[src/hdl/board_ctl_map.vh]
/*
  Register offsets, control word bit positions and timing counts of the
  acquisition board, as seen by the host-side sequencer.
  Assumes inclusion by bare name from the design file; definitions only.
*/
`ifndef BOARD_CTL_MAP_VH
`define BOARD_CTL_MAP_VH

// ----------------------------------------------------------------
// Board register offsets (byte addresses on the board bus)
// ----------------------------------------------------------------
`define OFS_BOARD_CONTROL_WORD   8'h04
`define OFS_CHANNEL_SELECT_MASK  8'h06
`define OFS_CHANNEL_PASS_FAIL    8'h08
`define OFS_READY_CODE           8'h02
`define OFS_OFFSET_COEF_BASE     8'h80
`define OFS_GAIN_COEF_BASE       8'hc0

// ----------------------------------------------------------------
// Control word bit positions
// ----------------------------------------------------------------
`define BIT_INDICATOR            15
`define BIT_WATCHDOG             14
`define BIT_STORE_COEF           13
`define BIT_CUSTOM_ACTIVE        12
`define BIT_RESET_FIRST          8
`define BIT_RESET_SECOND         7
`define BIT_AUTOZERO             6
`define BIT_DATA_READY           5
`define BIT_LOAD_CUSTOM          4
`define BIT_APPLY_SETTINGS       3
`define BIT_CHAN_CALIBRATED      2
`define BIT_CAL_START            1
`define BIT_CAL_FINISH           0
`define CTL_RESERVED_MASK        16'h0e00

// ----------------------------------------------------------------
// Host-side register map (own port)
// ----------------------------------------------------------------
`define HREG_COMMAND             4'h0
`define HREG_STATUS              4'h1
`define HREG_CONTROL_SHADOW      4'h2
`define HREG_MASK                4'h3
`define HREG_PASS_FAIL           4'h4
`define HREG_WORD_ADDR           4'h5
`define HREG_WORD_DATA           4'h6
`define HREG_READY_CODE          4'h7

// Command codes written to the command register
`define CMD_NONE                 4'h0
`define CMD_SOFT_RESET           4'h1
`define CMD_WATCHDOG_ACK         4'h2
`define CMD_APPLY_SETTINGS       4'h3
`define CMD_CAL_START            4'h4
`define CMD_CAL_FINISH           4'h5
`define CMD_AUTOZERO             4'h6
`define CMD_LOAD_CUSTOM          4'h7
`define CMD_STORE_COEF           4'h8
`define CMD_INDICATOR_ON         4'h9
`define CMD_INDICATOR_OFF        4'ha
`define CMD_WRITE_WORD           4'hb
`define CMD_READ_WORD            4'hc
`define CMD_TAKE_DATA            4'hd

// ----------------------------------------------------------------
// Timing, clock 100 MHz
// ----------------------------------------------------------------
`define CLK_MHZ                  100
`define RESET_WINDOW_MS          2000
`define RESET_WINDOW_CYC         (`RESET_WINDOW_MS * 1000 * `CLK_MHZ)
`define DATA_PERIOD_MS           10
`define DATA_PERIOD_CYC          (`DATA_PERIOD_MS * 1000 * `CLK_MHZ)
`define COEF_HOLD_US             21
`define COEF_HOLD_CYC            (`COEF_HOLD_US * `CLK_MHZ)
`define POLL_GAP_CYC             16

`endif

[src/hdl/board_ctl_host.v]
/*
  Host-side sequencer for the acquisition board's control word, channel
  select mask and pass/fail word. Software issues commands over a plain
  register port; the sequencer drives the board bus and runs the
  handshakes. Assumes a board bus that answers a read within the cycle in
  which bb_rd is high, in the same clock domain as the host logic.
*/
`timescale 1ns/1ps
`include "board_ctl_map.vh"

module board_ctl_host #(
  parameter RESET_WINDOW_CYC = `RESET_WINDOW_CYC,
  parameter DATA_PERIOD_CYC  = `DATA_PERIOD_CYC,
  parameter COEF_HOLD_CYC    = `COEF_HOLD_CYC
) (
  input  wire        mclk,
  input  wire        srst,
  input  wire [3:0]  sw_addr,
  input  wire [15:0] sw_wdata,
  input  wire        sw_wr,
  input  wire        sw_rd,
  output reg  [15:0] sw_rdata,
  output reg         bb_wr,
  output reg         bb_rd,
  output reg  [7:0]  bb_addr,
  output reg  [15:0] bb_wdata,
  input  wire [15:0] bb_rdata
);

  // ----------------------------------------------------------------
  // States
  // ----------------------------------------------------------------
  localparam [7:0] ST_IDLE  = 8'h01;
  localparam [7:0] ST_WRITE = 8'h02;
  localparam [7:0] ST_RDREQ = 8'h04;
  localparam [7:0] ST_RDCAP = 8'h08;
  localparam [7:0] ST_WAIT  = 8'h10;
  localparam [7:0] ST_RST2  = 8'h20;
  localparam [7:0] ST_HOLD  = 8'h40;
  localparam [7:0] ST_DONE  = 8'h80;

  reg [7:0]  state_ff;
  reg [7:0]  nxt_state;
  reg [3:0]  cmd_ff;
  reg [15:0] shadow_ff;
  reg [15:0] mask_ff;
  reg [15:0] pass_fail_ff;
  reg [15:0] ready_code_ff;
  reg [7:0]  word_addr_ff;
  reg [15:0] word_data_ff;
  reg [15:0] wait_bit_ff;
  reg        poll_ready_ff;
  reg [31:0] timer_ff;
  reg [31:0] period_ff;
  reg        busy_ff;
  reg        timeout_ff;
  reg        data_ready_ff;
  reg        retry_ff;
  reg [15:0] rd_sel;

  // Reserved bits are masked off every command-built word sent to the control word; CMD_WRITE_WORD data goes unmasked
  function [15:0] ctl_word;
    input [15:0] bits;
    begin
      ctl_word = bits & ~`CTL_RESERVED_MASK;
    end
  endfunction

  function [15:0] one_bit;
    input integer pos;
    begin
      one_bit = 16'h0001 << pos;
    end
  endfunction

  // ----------------------------------------------------------------
  // Software read port
  // ----------------------------------------------------------------
  always @* begin
    case (sw_addr)
      `HREG_COMMAND:        rd_sel = {12'h000, cmd_ff};
      `HREG_STATUS:         rd_sel = {11'h000, retry_ff, data_ready_ff, timeout_ff,
                                      poll_ready_ff, busy_ff};
      `HREG_CONTROL_SHADOW: rd_sel = shadow_ff;
      `HREG_MASK:           rd_sel = mask_ff;
      `HREG_PASS_FAIL:      rd_sel = pass_fail_ff;
      `HREG_WORD_ADDR:      rd_sel = {8'h00, word_addr_ff};
      `HREG_WORD_DATA:      rd_sel = word_data_ff;
      `HREG_READY_CODE:     rd_sel = ready_code_ff;
      default:              rd_sel = 16'h0000;
    endcase
  end

  always @(posedge mclk) begin
    if (srst) begin
      sw_rdata <= 16'h0000;
    end else if (sw_rd) begin
      sw_rdata <= rd_sel;
    end else begin
      sw_rdata <= 16'h0000;
    end
  end

  // ----------------------------------------------------------------
  // Sequencer
  // ----------------------------------------------------------------
  wire cmd_take = sw_wr && (sw_addr == `HREG_COMMAND) && !busy_ff;

  always @* begin
    nxt_state = state_ff;
    case (state_ff)
      ST_IDLE:  if (cmd_take) nxt_state = ST_WRITE;
      ST_WRITE: nxt_state = ST_RDREQ;
      ST_RDREQ: nxt_state = ST_RDCAP;
      ST_RDCAP: nxt_state = ST_WAIT;
      ST_WAIT:  nxt_state = ST_WAIT;
      ST_RST2:  nxt_state = ST_DONE;
      ST_HOLD:  nxt_state = ST_HOLD;
      ST_DONE:  nxt_state = ST_IDLE;
      default:  nxt_state = ST_IDLE;
    endcase
  end

  always @(posedge mclk) begin
    if (srst) begin
      state_ff      <= ST_IDLE;
      cmd_ff        <= `CMD_NONE;
      shadow_ff     <= 16'h0000;
      mask_ff       <= 16'h0000;
      pass_fail_ff  <= 16'h0000;
      ready_code_ff <= 16'h0000;
      word_addr_ff  <= 8'h00;
      word_data_ff  <= 16'h0000;
      wait_bit_ff   <= 16'h0000;
      poll_ready_ff <= 1'b0;
      timer_ff      <= 32'h0000_0000;
      period_ff     <= 32'h0000_0000;
      busy_ff       <= 1'b0;
      timeout_ff    <= 1'b0;
      data_ready_ff <= 1'b0;
      retry_ff      <= 1'b0;
      bb_wr         <= 1'b0;
      bb_rd         <= 1'b0;
      bb_addr       <= 8'h00;
      bb_wdata      <= 16'h0000;
    end else begin
      bb_wr <= 1'b0;
      bb_rd <= 1'b0;
      // Data is fresh only every period; pacing keeps polling noise down
      if (period_ff != 32'h0000_0000) begin
        period_ff <= period_ff - 32'h0000_0001;
      end else if (!busy_ff) begin
        period_ff     <= DATA_PERIOD_CYC[31:0];
        poll_ready_ff <= 1'b1;
      end
      if (sw_wr && !busy_ff) begin
        case (sw_addr)
          `HREG_MASK:      mask_ff      <= sw_wdata;
          `HREG_WORD_ADDR: word_addr_ff <= sw_wdata[7:0];
          `HREG_WORD_DATA: word_data_ff <= sw_wdata;
          default:         mask_ff      <= mask_ff;
        endcase
      end
      // Own writes keep the shadow fresh; a second-step write ends in board reset
      if (bb_wr && bb_addr == `OFS_BOARD_CONTROL_WORD && !bb_wdata[`BIT_RESET_SECOND]) begin
        shadow_ff <= bb_wdata;
      end
      state_ff <= nxt_state;
      case (state_ff)
        ST_IDLE: begin
          if (cmd_take) begin
            cmd_ff     <= sw_wdata[3:0];
            busy_ff    <= 1'b1;
            timeout_ff <= 1'b0;
            retry_ff   <= 1'b0;
            timer_ff   <= 32'h0000_0000;
          end else if (poll_ready_ff) begin
            // Periodic status sample of the control word
            poll_ready_ff <= 1'b0;
            bb_rd         <= 1'b1;
            bb_addr       <= `OFS_BOARD_CONTROL_WORD;
          end
          if (bb_rd) begin
            shadow_ff     <= bb_rdata;
            data_ready_ff <= bb_rdata[`BIT_DATA_READY];
          end
        end
        ST_WRITE: begin
          bb_wr   <= 1'b1;
          bb_addr <= `OFS_BOARD_CONTROL_WORD;
          case (cmd_ff)
            `CMD_SOFT_RESET: begin
              // First step: first bit one, second bit zero
              bb_wdata    <= ctl_word((shadow_ff | one_bit(`BIT_RESET_FIRST))
                                      & ~one_bit(`BIT_RESET_SECOND));
              wait_bit_ff <= one_bit(`BIT_RESET_FIRST);
            end
            `CMD_WATCHDOG_ACK: begin
              bb_wdata    <= ctl_word(shadow_ff | one_bit(`BIT_RESET_SECOND));
              wait_bit_ff <= one_bit(`BIT_WATCHDOG);
            end
            `CMD_APPLY_SETTINGS: begin
              bb_addr     <= `OFS_CHANNEL_SELECT_MASK;
              bb_wdata    <= mask_ff;
              wait_bit_ff <= one_bit(`BIT_APPLY_SETTINGS);
            end
            `CMD_CAL_START: begin
              bb_addr     <= `OFS_CHANNEL_SELECT_MASK;
              bb_wdata    <= mask_ff;
              wait_bit_ff <= one_bit(`BIT_CAL_START);
            end
            `CMD_CAL_FINISH: begin
              bb_wdata    <= ctl_word(shadow_ff | one_bit(`BIT_CAL_FINISH));
              wait_bit_ff <= one_bit(`BIT_CAL_FINISH);
            end
            `CMD_AUTOZERO: begin
              bb_wdata    <= ctl_word(shadow_ff | one_bit(`BIT_AUTOZERO));
              wait_bit_ff <= one_bit(`BIT_AUTOZERO);
            end
            `CMD_LOAD_CUSTOM: begin
              bb_wdata    <= ctl_word(shadow_ff | one_bit(`BIT_LOAD_CUSTOM));
              wait_bit_ff <= one_bit(`BIT_LOAD_CUSTOM);
            end
            `CMD_STORE_COEF: begin
              bb_wdata    <= ctl_word(shadow_ff | one_bit(`BIT_STORE_COEF));
              wait_bit_ff <= one_bit(`BIT_STORE_COEF);
            end
            `CMD_INDICATOR_ON: begin
              bb_wdata    <= ctl_word(shadow_ff | one_bit(`BIT_INDICATOR));
              wait_bit_ff <= 16'h0000;
            end
            `CMD_INDICATOR_OFF: begin
              bb_wdata    <= ctl_word(shadow_ff & ~one_bit(`BIT_INDICATOR));
              wait_bit_ff <= 16'h0000;
            end
            `CMD_TAKE_DATA: begin
              // Host clears data-ready once software has taken the data
              bb_wdata    <= ctl_word(shadow_ff & ~one_bit(`BIT_DATA_READY));
              wait_bit_ff <= 16'h0000;
            end
            `CMD_WRITE_WORD: begin
              // Software orders coefficient words MSW first at 0x80 or 0xc0
              bb_addr     <= word_addr_ff;
              bb_wdata    <= word_data_ff;
              wait_bit_ff <= 16'h0000;
            end
            default: begin
              bb_wr       <= 1'b0;
              wait_bit_ff <= 16'h0000;
            end
          endcase
          if (cmd_ff == `CMD_READ_WORD) begin
            bb_wr <= 1'b0;
          end
        end
        ST_RDREQ: begin
          // Second write for mask-first handshakes sets the control bit
          if (cmd_ff == `CMD_APPLY_SETTINGS || cmd_ff == `CMD_CAL_START) begin
            bb_wr    <= 1'b1;
            bb_addr  <= `OFS_BOARD_CONTROL_WORD;
            bb_wdata <= ctl_word(shadow_ff | wait_bit_ff);
          end else if (cmd_ff != `CMD_LOAD_CUSTOM) begin
            // Board owns its bus while it loads coefficients: no access then
            bb_rd   <= 1'b1;
            bb_addr <= (cmd_ff == `CMD_READ_WORD) ? word_addr_ff : `OFS_CHANNEL_PASS_FAIL;
          end
        end
        ST_RDCAP: begin
          if (cmd_ff == `CMD_READ_WORD) begin
            word_data_ff <= bb_rdata;
          end else if (!(cmd_ff == `CMD_APPLY_SETTINGS || cmd_ff == `CMD_CAL_START ||
                         cmd_ff == `CMD_LOAD_CUSTOM)) begin
            pass_fail_ff <= bb_rdata;
          end
          timer_ff <= 32'h0000_0000;
        end
        ST_WAIT: begin
          timer_ff <= timer_ff + 32'h0000_0001;
          if (wait_bit_ff == 16'h0000) begin
            state_ff <= ST_DONE;
          end else if (cmd_ff == `CMD_LOAD_CUSTOM && timer_ff < COEF_HOLD_CYC) begin
            state_ff <= ST_WAIT;
          end else if (timer_ff[3:0] == 4'h0 && !bb_rd) begin
            // While the board reconfigures the ready code is read, then the control word
            bb_rd   <= 1'b1;
            bb_addr <= (cmd_ff == `CMD_APPLY_SETTINGS) ? `OFS_READY_CODE
                                                       : `OFS_BOARD_CONTROL_WORD;
          end
          if (bb_rd && bb_addr == `OFS_READY_CODE) begin
            ready_code_ff <= bb_rdata;
            bb_rd         <= 1'b1;
            bb_addr       <= `OFS_BOARD_CONTROL_WORD;
          end else if (bb_rd) begin
            shadow_ff <= bb_rdata;
            // Board-cleared handshake bit ends the wait
            if ((bb_rdata & wait_bit_ff) == 16'h0000) begin
              state_ff <= (cmd_ff == `CMD_SOFT_RESET) ? ST_RST2 : ST_DONE;
            end
          end
          if (timer_ff >= RESET_WINDOW_CYC[31:0] && cmd_ff == `CMD_SOFT_RESET) begin
            // No second step after the window: sequence must be rerun
            timeout_ff <= 1'b1;
            retry_ff   <= 1'b1;
            state_ff   <= ST_DONE;
          end
        end
        ST_RST2: begin
          bb_wr    <= 1'b1;
          bb_addr  <= `OFS_BOARD_CONTROL_WORD;
          bb_wdata <= ctl_word((shadow_ff & ~one_bit(`BIT_RESET_FIRST))
                               | one_bit(`BIT_RESET_SECOND));
          // Board returns all control registers to reset values
          shadow_ff <= 16'h0000;
        end
        ST_HOLD: state_ff <= ST_DONE;
        ST_DONE: begin
          busy_ff <= 1'b0;
          if (cmd_ff == `CMD_APPLY_SETTINGS || cmd_ff == `CMD_CAL_START) begin
            mask_ff <= 16'h0000;
          end
        end
        default: state_ff <= ST_IDLE;
      endcase
    end
  end

endmodule

[config.mk]
export PLATFORM = sky130hd
export DESIGN_NAME = board_ctl_host
export DESIGN_NICKNAME = d
export VERILOG_FILES = /design/src/hdl/board_ctl_host.v
export VERILOG_INCLUDE_DIRS = /design/src /design/src/hdl
export SDC_FILE = /design/constraint.sdc
export NUM_CORES = 1
export LEC_CHECK = 0
export ABC_AREA = 1
export BUFFER_PORTS_ARGS = -buffer_cell sky130_fd_sc_hd__buf_2
export CAP_MARGIN = 40
export CORE_ASPECT_RATIO = 1.4
export CORE_MARGIN = 2
export CORE_UTILIZATION = 50
export DETAILED_ROUTE_END_ITERATION = 10
export MAX_ROUTING_LAYER = met4
export PLACE_DENSITY_LB_ADDON = 0.05
export SETUP_SLACK_MARGIN = 0.05
export SLEW_MARGIN = 20
export SYNTH_ARGS = -nofsm -noshare
export SYNTH_HDL_FRONTEND = slang
export SYNTH_SLANG_ARGS = --single-unit
[constraint.sdc]
create_clock -name mclk -period 1.7 [get_ports mclk]
set_input_delay 0.17 -clock mclk [delete_from_list [all_inputs] [get_ports mclk]]
set_output_delay 0.17 -clock mclk [all_outputs]
set_load 0.1 [all_outputs]
# Yosys cells after proc, flatten, opt, wreduce, memory -nomap -nowiden
# Cells that the tools add are included.
totals:
  ff_bits: 226
op_classes:
  n_addsub: 2
  order_cmp: 2
  n_eq_ne: 42
  muxes: 66
  bitwise: 5
  n_reduce_logical: 39
op_table:
  columns: ["op", "n"]
  rows:
  - ["$mux W16", 12]
  - ["$pmux W16 S11", 1]
  - ["$mux W8", 17]
  - ["$pmux W16 S8", 1]
  - ["$pmux W15 S8", 1]
  - ["$mux W32", 3]
  - ["$pmux W16 S3", 2]
  - ["$pmux W32 S3", 1]
  - ["$pmux W8 S5", 2]
  - ["$add A32 B1 Y32 const B", 1]
  - ["$eq A4 B3 Y1 const B", 8]
  - ["$ge A32 B28 Y1 const B", 1]
  - ["$logic_not A16 Y1", 2]
  - ["$lt A32 B12 Y1 const B", 1]
  - ["$reduce_bool A32 Y1", 1]
  - ["$sub A32 B1 Y32 const B", 1]
  - ["$eq A4 B4 Y1 const B", 6]
  - ["$pmux W8 S3", 1]
  - ["$mux W1", 19]
  - ["$and A16 B16 Y16", 1]
  - ["$eq A4 B2 Y1 const B", 4]
  - ["$eq A8 B2 Y1 const B", 2]
  - ["$eq A8 B3 Y1 const B", 2]
  - ["$or A16 B16 Y16", 1]
  - ["other kinds (30)", 65]

# Depth between registers and ports, before layout
depth:
  depth_word: 12
  depth_mapped: 13
  mapped_depth_nobuf: 12

# Worst setup path after synthesis
# OpenSTA, ideal clock, no wires.
synth_timing:
  path_kind: "reg2reg"
  start: "register bb_addr[1]"
  end: "register shadow_ff[10]"
  setup_ps: 115
  arrival_time_ps: 2119
  required_time_ps: 1585
  slack_ps: -534
  path_stages_with_launch: 11
  path_buffers: 1
  synth_period_minus_slack_ps: 2234
  cell_sequence: "dfxtp_1 > inv_1 > nor2_1 > inv_1 > nor2_1 > nand2_1 > nor2_2 > buf_2 > o31ai_1 > nand2_1 > nor2_1"
synth_between:
  elab_chain_cells: 7
synth_lines:
  columns: ["item", "line", "rtl"]
  rows:
  - ["start, declared", "board_ctl_host.v:25", "output reg [7:0] bb_addr,"]
  - ["start signal, assigned", "board_ctl_host.v:181", "bb_addr <= `OFS_BOARD_CONTROL_WORD;"]
  - ["start signal, assigned", "board_ctl_host.v:190", "bb_addr <= `OFS_BOARD_CONTROL_WORD;"]
  - ["start signal, assigned", "board_ctl_host.v:203", "bb_addr <= `OFS_CHANNEL_SELECT_MASK;"]
  - ["$eq A8 B3 Y1 (no source line)", null, null]
  - ["$logic_and A1 B1 Y1 (no source line)", null, null]
  - ["$logic_and A1 B1 Y1", "board_ctl_host.v:165", "if (bb_wr && bb_addr == `OFS_BOARD_CONTROL_WORD && !bb_wdata[`BIT_RESET_SECOND]) begin"]
  - ["$mux W16", "board_ctl_host.v:165", null]
  - ["$mux W16", "board_ctl_host.v:183, board_ctl_host.v:293", null]
  - ["$mux W16", "board_ctl_host.v:289", "if (bb_rd && bb_addr == `OFS_READY_CODE) begin"]
  - ["$pmux W16 S3 *", "board_ctl_host.v:169", "case (state_ff)"]
  - ["end signal, assigned", "board_ctl_host.v:166", "shadow_ff <= bb_wdata;"]
  - ["end signal, assigned", "board_ctl_host.v:184", "shadow_ff <= bb_rdata;"]
  - ["end signal, assigned", "board_ctl_host.v:294", "shadow_ff <= bb_rdata;"]
  - ["end, declared", "board_ctl_host.v:45", "reg [15:0] shadow_ff;"]
# Every way passes the cells marked *; elsewhere a longest branch is shown, timed or not.
# A chain may end at the register's enable or synchronous reset.

# Worst setup path in the final report
layout_timing:
  start: "register state_ff[0]"
  end: "register timer_ff[11]"
layout_between:
  elab_chain_cells: 3
layout_lines:
  columns: ["item", "line", "rtl"]
  rows:
  - ["start, declared", "board_ctl_host.v:42", "reg [7:0] state_ff;"]
  - ["start signal, assigned", "board_ctl_host.v:168", "state_ff <= nxt_state;"]
  - ["start signal, assigned", "board_ctl_host.v:297", "state_ff <= (cmd_ff == `CMD_SOFT_RESET) ? ST_RST2 : ST_DONE;"]
  - ["$eq A8 B1 Y1 (tied with other cells)", "board_ctl_host.v:169", null]
  - ["$ne A2 B2 Y1 (no source line) or $reduce_bool A3 Y1 (tied branches)", null, null]
  - ["$reduce_and A2 Y1 (no source line)", null, null]
  - ["end signal, assigned", "board_ctl_host.v:278", "timer_ff <= timer_ff + 32'h0000_0001;"]
  - ["end, declared", "board_ctl_host.v:53", "reg [31:0] timer_ff;"]
# Several ways; a longest one is shown, not always the timed one.

==> impl_metrics.json <==
{
  "outcome": "finished, violations left",
  "failed_checks": "setup timing",
  "power_frac_comb_pct": 33.1,
  "global_route.overflow_total": 0,
  "route.final.wire_length_um": 46800,
  "crit_fanout": 6,
  "timing.critical_path.mode_cell": "buf_6",
  "drive_above_1_share_pct": 35.5,
  "synth.avg_cell_area_um2": 6.65,
  "timing.critical_path.slowest_cell_delay_ns": 0.36,
  "utilization_pct": 73.3,
  "synth-seq-cells": 218,
  "timing.setup.tns_ns": -1.19,
  "pin_count": 82,
  "routed_via_density": 5.75,
  "placement.setup.worst_slack_ns": -0.0953,
  "synth_seq_area_share_pct": 37.9,
  "grt_pass1_wl_um": 67200,
  "min_delay_worst_endpoint": "pass_fail_ff[8]$_SDFFE_PP0P_",
  "grt_start_max_net_pins": 80,
  "first_iter_violations": 950,
  "tritoncts_buffers": 24,
  "worst_r2r_path_cells": 10,
  "regToRegStartpoint": "state_ff[0]$_SDFF_PP1_",
  "finalWeightedCongestion": 0.985,
  "cts_htree_levels": 1,
  "port-buffer-count": 81,
  "floorplan.die_area_mm2": 0.0243,
  "route.detailed.drc": 0,
  "flow.area_growth_from_synthesis_pct": 43.9,
  "worst_clock_skew_ns": 0.00766,
  "timing_hold_violations_final": 0,
  "clockRootBuffer": "clkbuf_16",
  "hold_ws_ns": 0.00803,
  "critPathRequiredTime_ns": 2.16,
  "p_sw_mw": 6.05,
  "critical_path.slowest_cell": "dfxtp_4",
  "die_h_um": 184,
  "timing.final.ws_setup_ns": -0.0886,
  "ys.warnings.count": 0,
  "max_slew.worst_pin.slew_ns": 0.684,
  "reg2reg_slack_ns": -0.09,
  "worst_slew_margin_rel_pct": 54.3,
  "tritoncts_num_sinks": 218,
  "setup_viol_count_final": 39,
  "layout_worst_path_cycle_share_pct": 105,
  "power_per_standard_cell_area_mw_per_mm2": 1010,
  "layout.nets": 2068,
  "power.total_mw": 16.7,
  "crit_arrival_ns": 2.24,
  "grt_pass1_vias": 12700,
  "antenna_found_initial": 0,
  "grtUsageTotal_pct": 36.1,
  "setup.worst_path.class": "register to register",
  "post_synth_and_or_nand_nor_area_fraction_pct": 30.9,
  "cts_tree": "built",
  "diodes": 0,
  "endpoint_kind": "register",
  "rsz_0062_raised_after_global_routing": "true",
  "post_synth_xor_area_fraction_pct": 2.28,
  "hold_path_class": "input pin to register",
  "number_of_enable_type_register_cells_in_the_synthesized_netlist": 0,
  "antenna_violating_nets_post_route": 0,
  "nFillCells": 1880,
  "worst_ir_drop_vdd_mv": 1.48,
  "min_from": "bb_rdata[8]",
  "synth_compound_gate_area_share_pct": 19.2,
  "timing.critical_path.from_type": "register",
  "postSynthCellCount": 1732,
  "dr_total_vias": 13500,
  "static_leak_nw": 6.84,
  "worst_setup_hold_path_clk_slew_ns": 0.07,
  "timing.rr.end": "timer_ff[11]$_SDFFE_PP0P_",
  "start_util_pct": 51.0,
  "max_freq_mhz": 559,
  "wire_per_inst_um": 20.0,
  "synth.mux.area_fraction_pct": 0,
  "post_synthesis_cell_area_mm2": 0.0115,
  "clk_latency_ns": 0.53,
  "synth_async_reset_ratio_pct": 0,
  "min_delay_path_depth": 3,
  "drt_first_pass_iters": 6,
  "die_width_um": 132,
  "timing.max_cap.violations": 0,
  "fin_crit_ns": 1.79,
  "max-clock-path-buffers": 3,
  "dpl.hpwl_um": 32000,
  "post_syn_nets": 1776,
  "internal-power_mw": 10.6,
  "synth_fa_ha_area_share_pct": 0.434,
  "final-max-slew-violation-count": 0,
  "yosys.cell_types.count": 51,
  "mostFrequentLayoutCell": "nand2_1",
  "crit_path_cell_chain": "buf_6 > inv_2 > nand2_2 > nor4_4 > buf_6 > o21ai_4 > buf_6 > buf_12 > o21ai_2 > nor3b_2",
  "core_mm2": 0.0226,
  "seq_power_share_pct": 35.5,
  "netSwitchingFraction_pct": 36.3,
  "main_combinational_cell_family_by_area_after_synthesis": "simple AND/OR/NAND/NOR gates",
  "layout_common_cells": "nand2_1, dfxtp_1, nor2_1",
  "rows": 65,
  "power_frac_clock_pct": 31.5,
  "dominantRegCellSynth": "dfxtp_1"
}
per-stage QoR:
step	area, um2	std cells
floorplan	11600	1732
global placement	13600	2235
detailed placement	13600	2235
CTS	15100	2315
global route	16600	2343
finish	16600	2343
cell families (layout without fill, tap and decap cells):
family / Yosys count / after routing
other cells: 1 / 1
simple gates: 826 / 826
compound gates: 384 / 384
buf+inv: 269 / 579
xor+xnor: 30 / 30
flops: 218 / 218
fa+ha+maj: 4 / 4
final cells by class:
cell class                 instances  area, um2  area share (%)
timing repair buffer             333       2850            17.2
clock inverter                    10       96.3           0.581
clock buffer                      34        688            4.15
multi-input combinational       1245       7330            44.2
tap                              301        377            2.27
inverter                         201        781            4.71
sequential                       218       4450            26.8
timing repair inverter             1       7.51          0.0453
worst max path at each step:
stage                     slack (ns)                           to               startpoint  cells past startpoint
after floorplan                 0.05     shadow_ff[10]$_SDFF_PP0_  bb_addr[1]$_SDFFE_PP0P_                     10
after global placement         -0.05      shadow_ff[3]$_SDFF_PP0_   state_ff[1]$_SDFF_PP0_                     11
after detailed placement        -0.1      shadow_ff[2]$_SDFF_PP0_   state_ff[0]$_SDFF_PP1_                     11
after CTS                      -0.01  word_data_ff[11]$_SDFF_PP0_   state_ff[0]$_SDFF_PP1_                      9
after global routing           -0.17    timer_ff[11]$_SDFFE_PP0P_   state_ff[0]$_SDFF_PP1_                     10
final                          -0.09    timer_ff[11]$_SDFFE_PP0P_   state_ff[0]$_SDFF_PP1_                     10
repair_timing:
item | in CTS | in global routing
setup buffers | 11 | 24
setup endpoints to repair | 122 | 178
endpoints found under the hold margin | 36 | 0
gates cloned | 2 | 10
resized for setup | 136 | 342
hold buffers | 23 | 0
pin swaps | 18 | 66
synth_stat cells, types with 3 or more instances:
cell	instances	share of area, %
buf_2	24	1.0
nor2_1	233	7.6
a211oi_2	16	1.7
buf_4	4	0.26
nand2_1	363	12
a211oi_1	10	0.65
o31ai_1	18	1.2
nand2_2	7	0.38
or2_2	6	0.33
xor2_1	20	1.5
a21oi_1	152	6.6
o22ai_1	26	1.4
nor3_1	50	2.2
nor3b_1	4	0.26
clkbuf_1	37	1.2
dfxtp_1	218	38
o21ai_1	6	0.26
nor2_2	8	0.43
nand4_1	13	0.71
inv_1	191	6.2
ha_1	4	0.43
xnor2_1	10	0.76
nor4_1	9	0.49
nand3_1	117	5.1
a311oi_1	3	0.23
inv_2	7	0.23
o21ai_0	136	5.9
nor2_4	9	0.88
power by group through the flow:
| stage | combinational [mW] | clock (mW) | sequential (mW) |
|---|---|---|---|
| 3_5_place_dp | 4.74 | 0 | 5.96 |
| 4_1_cts | 4.91 | 5.27 | 5.86 |
| 5_1_grt | 6.10 | 5.46 | 5.95 |
| 2_1_floorplan | 3.10 | 0 | 6.09 |
| 6_report | 5.51 | 5.25 | 5.91 |
| 3_3_place_gp | 4.70 | 0 | 5.96 |
state kept, by name, summed over array words and instances, names as in the netlist, 8 cells and up:
name,cells
word_data_ff,16
mask_ff,16
timer_ff,32
period_ff,32
shadow_ff,16
sw_rdata,16
pass_fail_ff,16
ready_code_ff,16
state_ff,8
wait_bit_ff,8
bb_wdata,16
word_addr_ff,8
bb_addr,8
critical path: cells and delay by family, from the launching register on:
kind                   cells  cell delay, ns
AND/OR/NAND/NOR            3            0.50
buffers and inverters      5            0.62
AO/OA/AOI/OAI              2            0.24
flip-flops                 1            0.36
per-layer routing:
layer	track usage, %	up-vias	routed length, um
met4	21.3	0	3690
li1	-	6290	-
met3	4.99	250	3290
met2	63.6	618	23000
met5	-	-	0
met1	38.8	6313	16800
No activity file was read; power rests on OpenSTA's default activity.
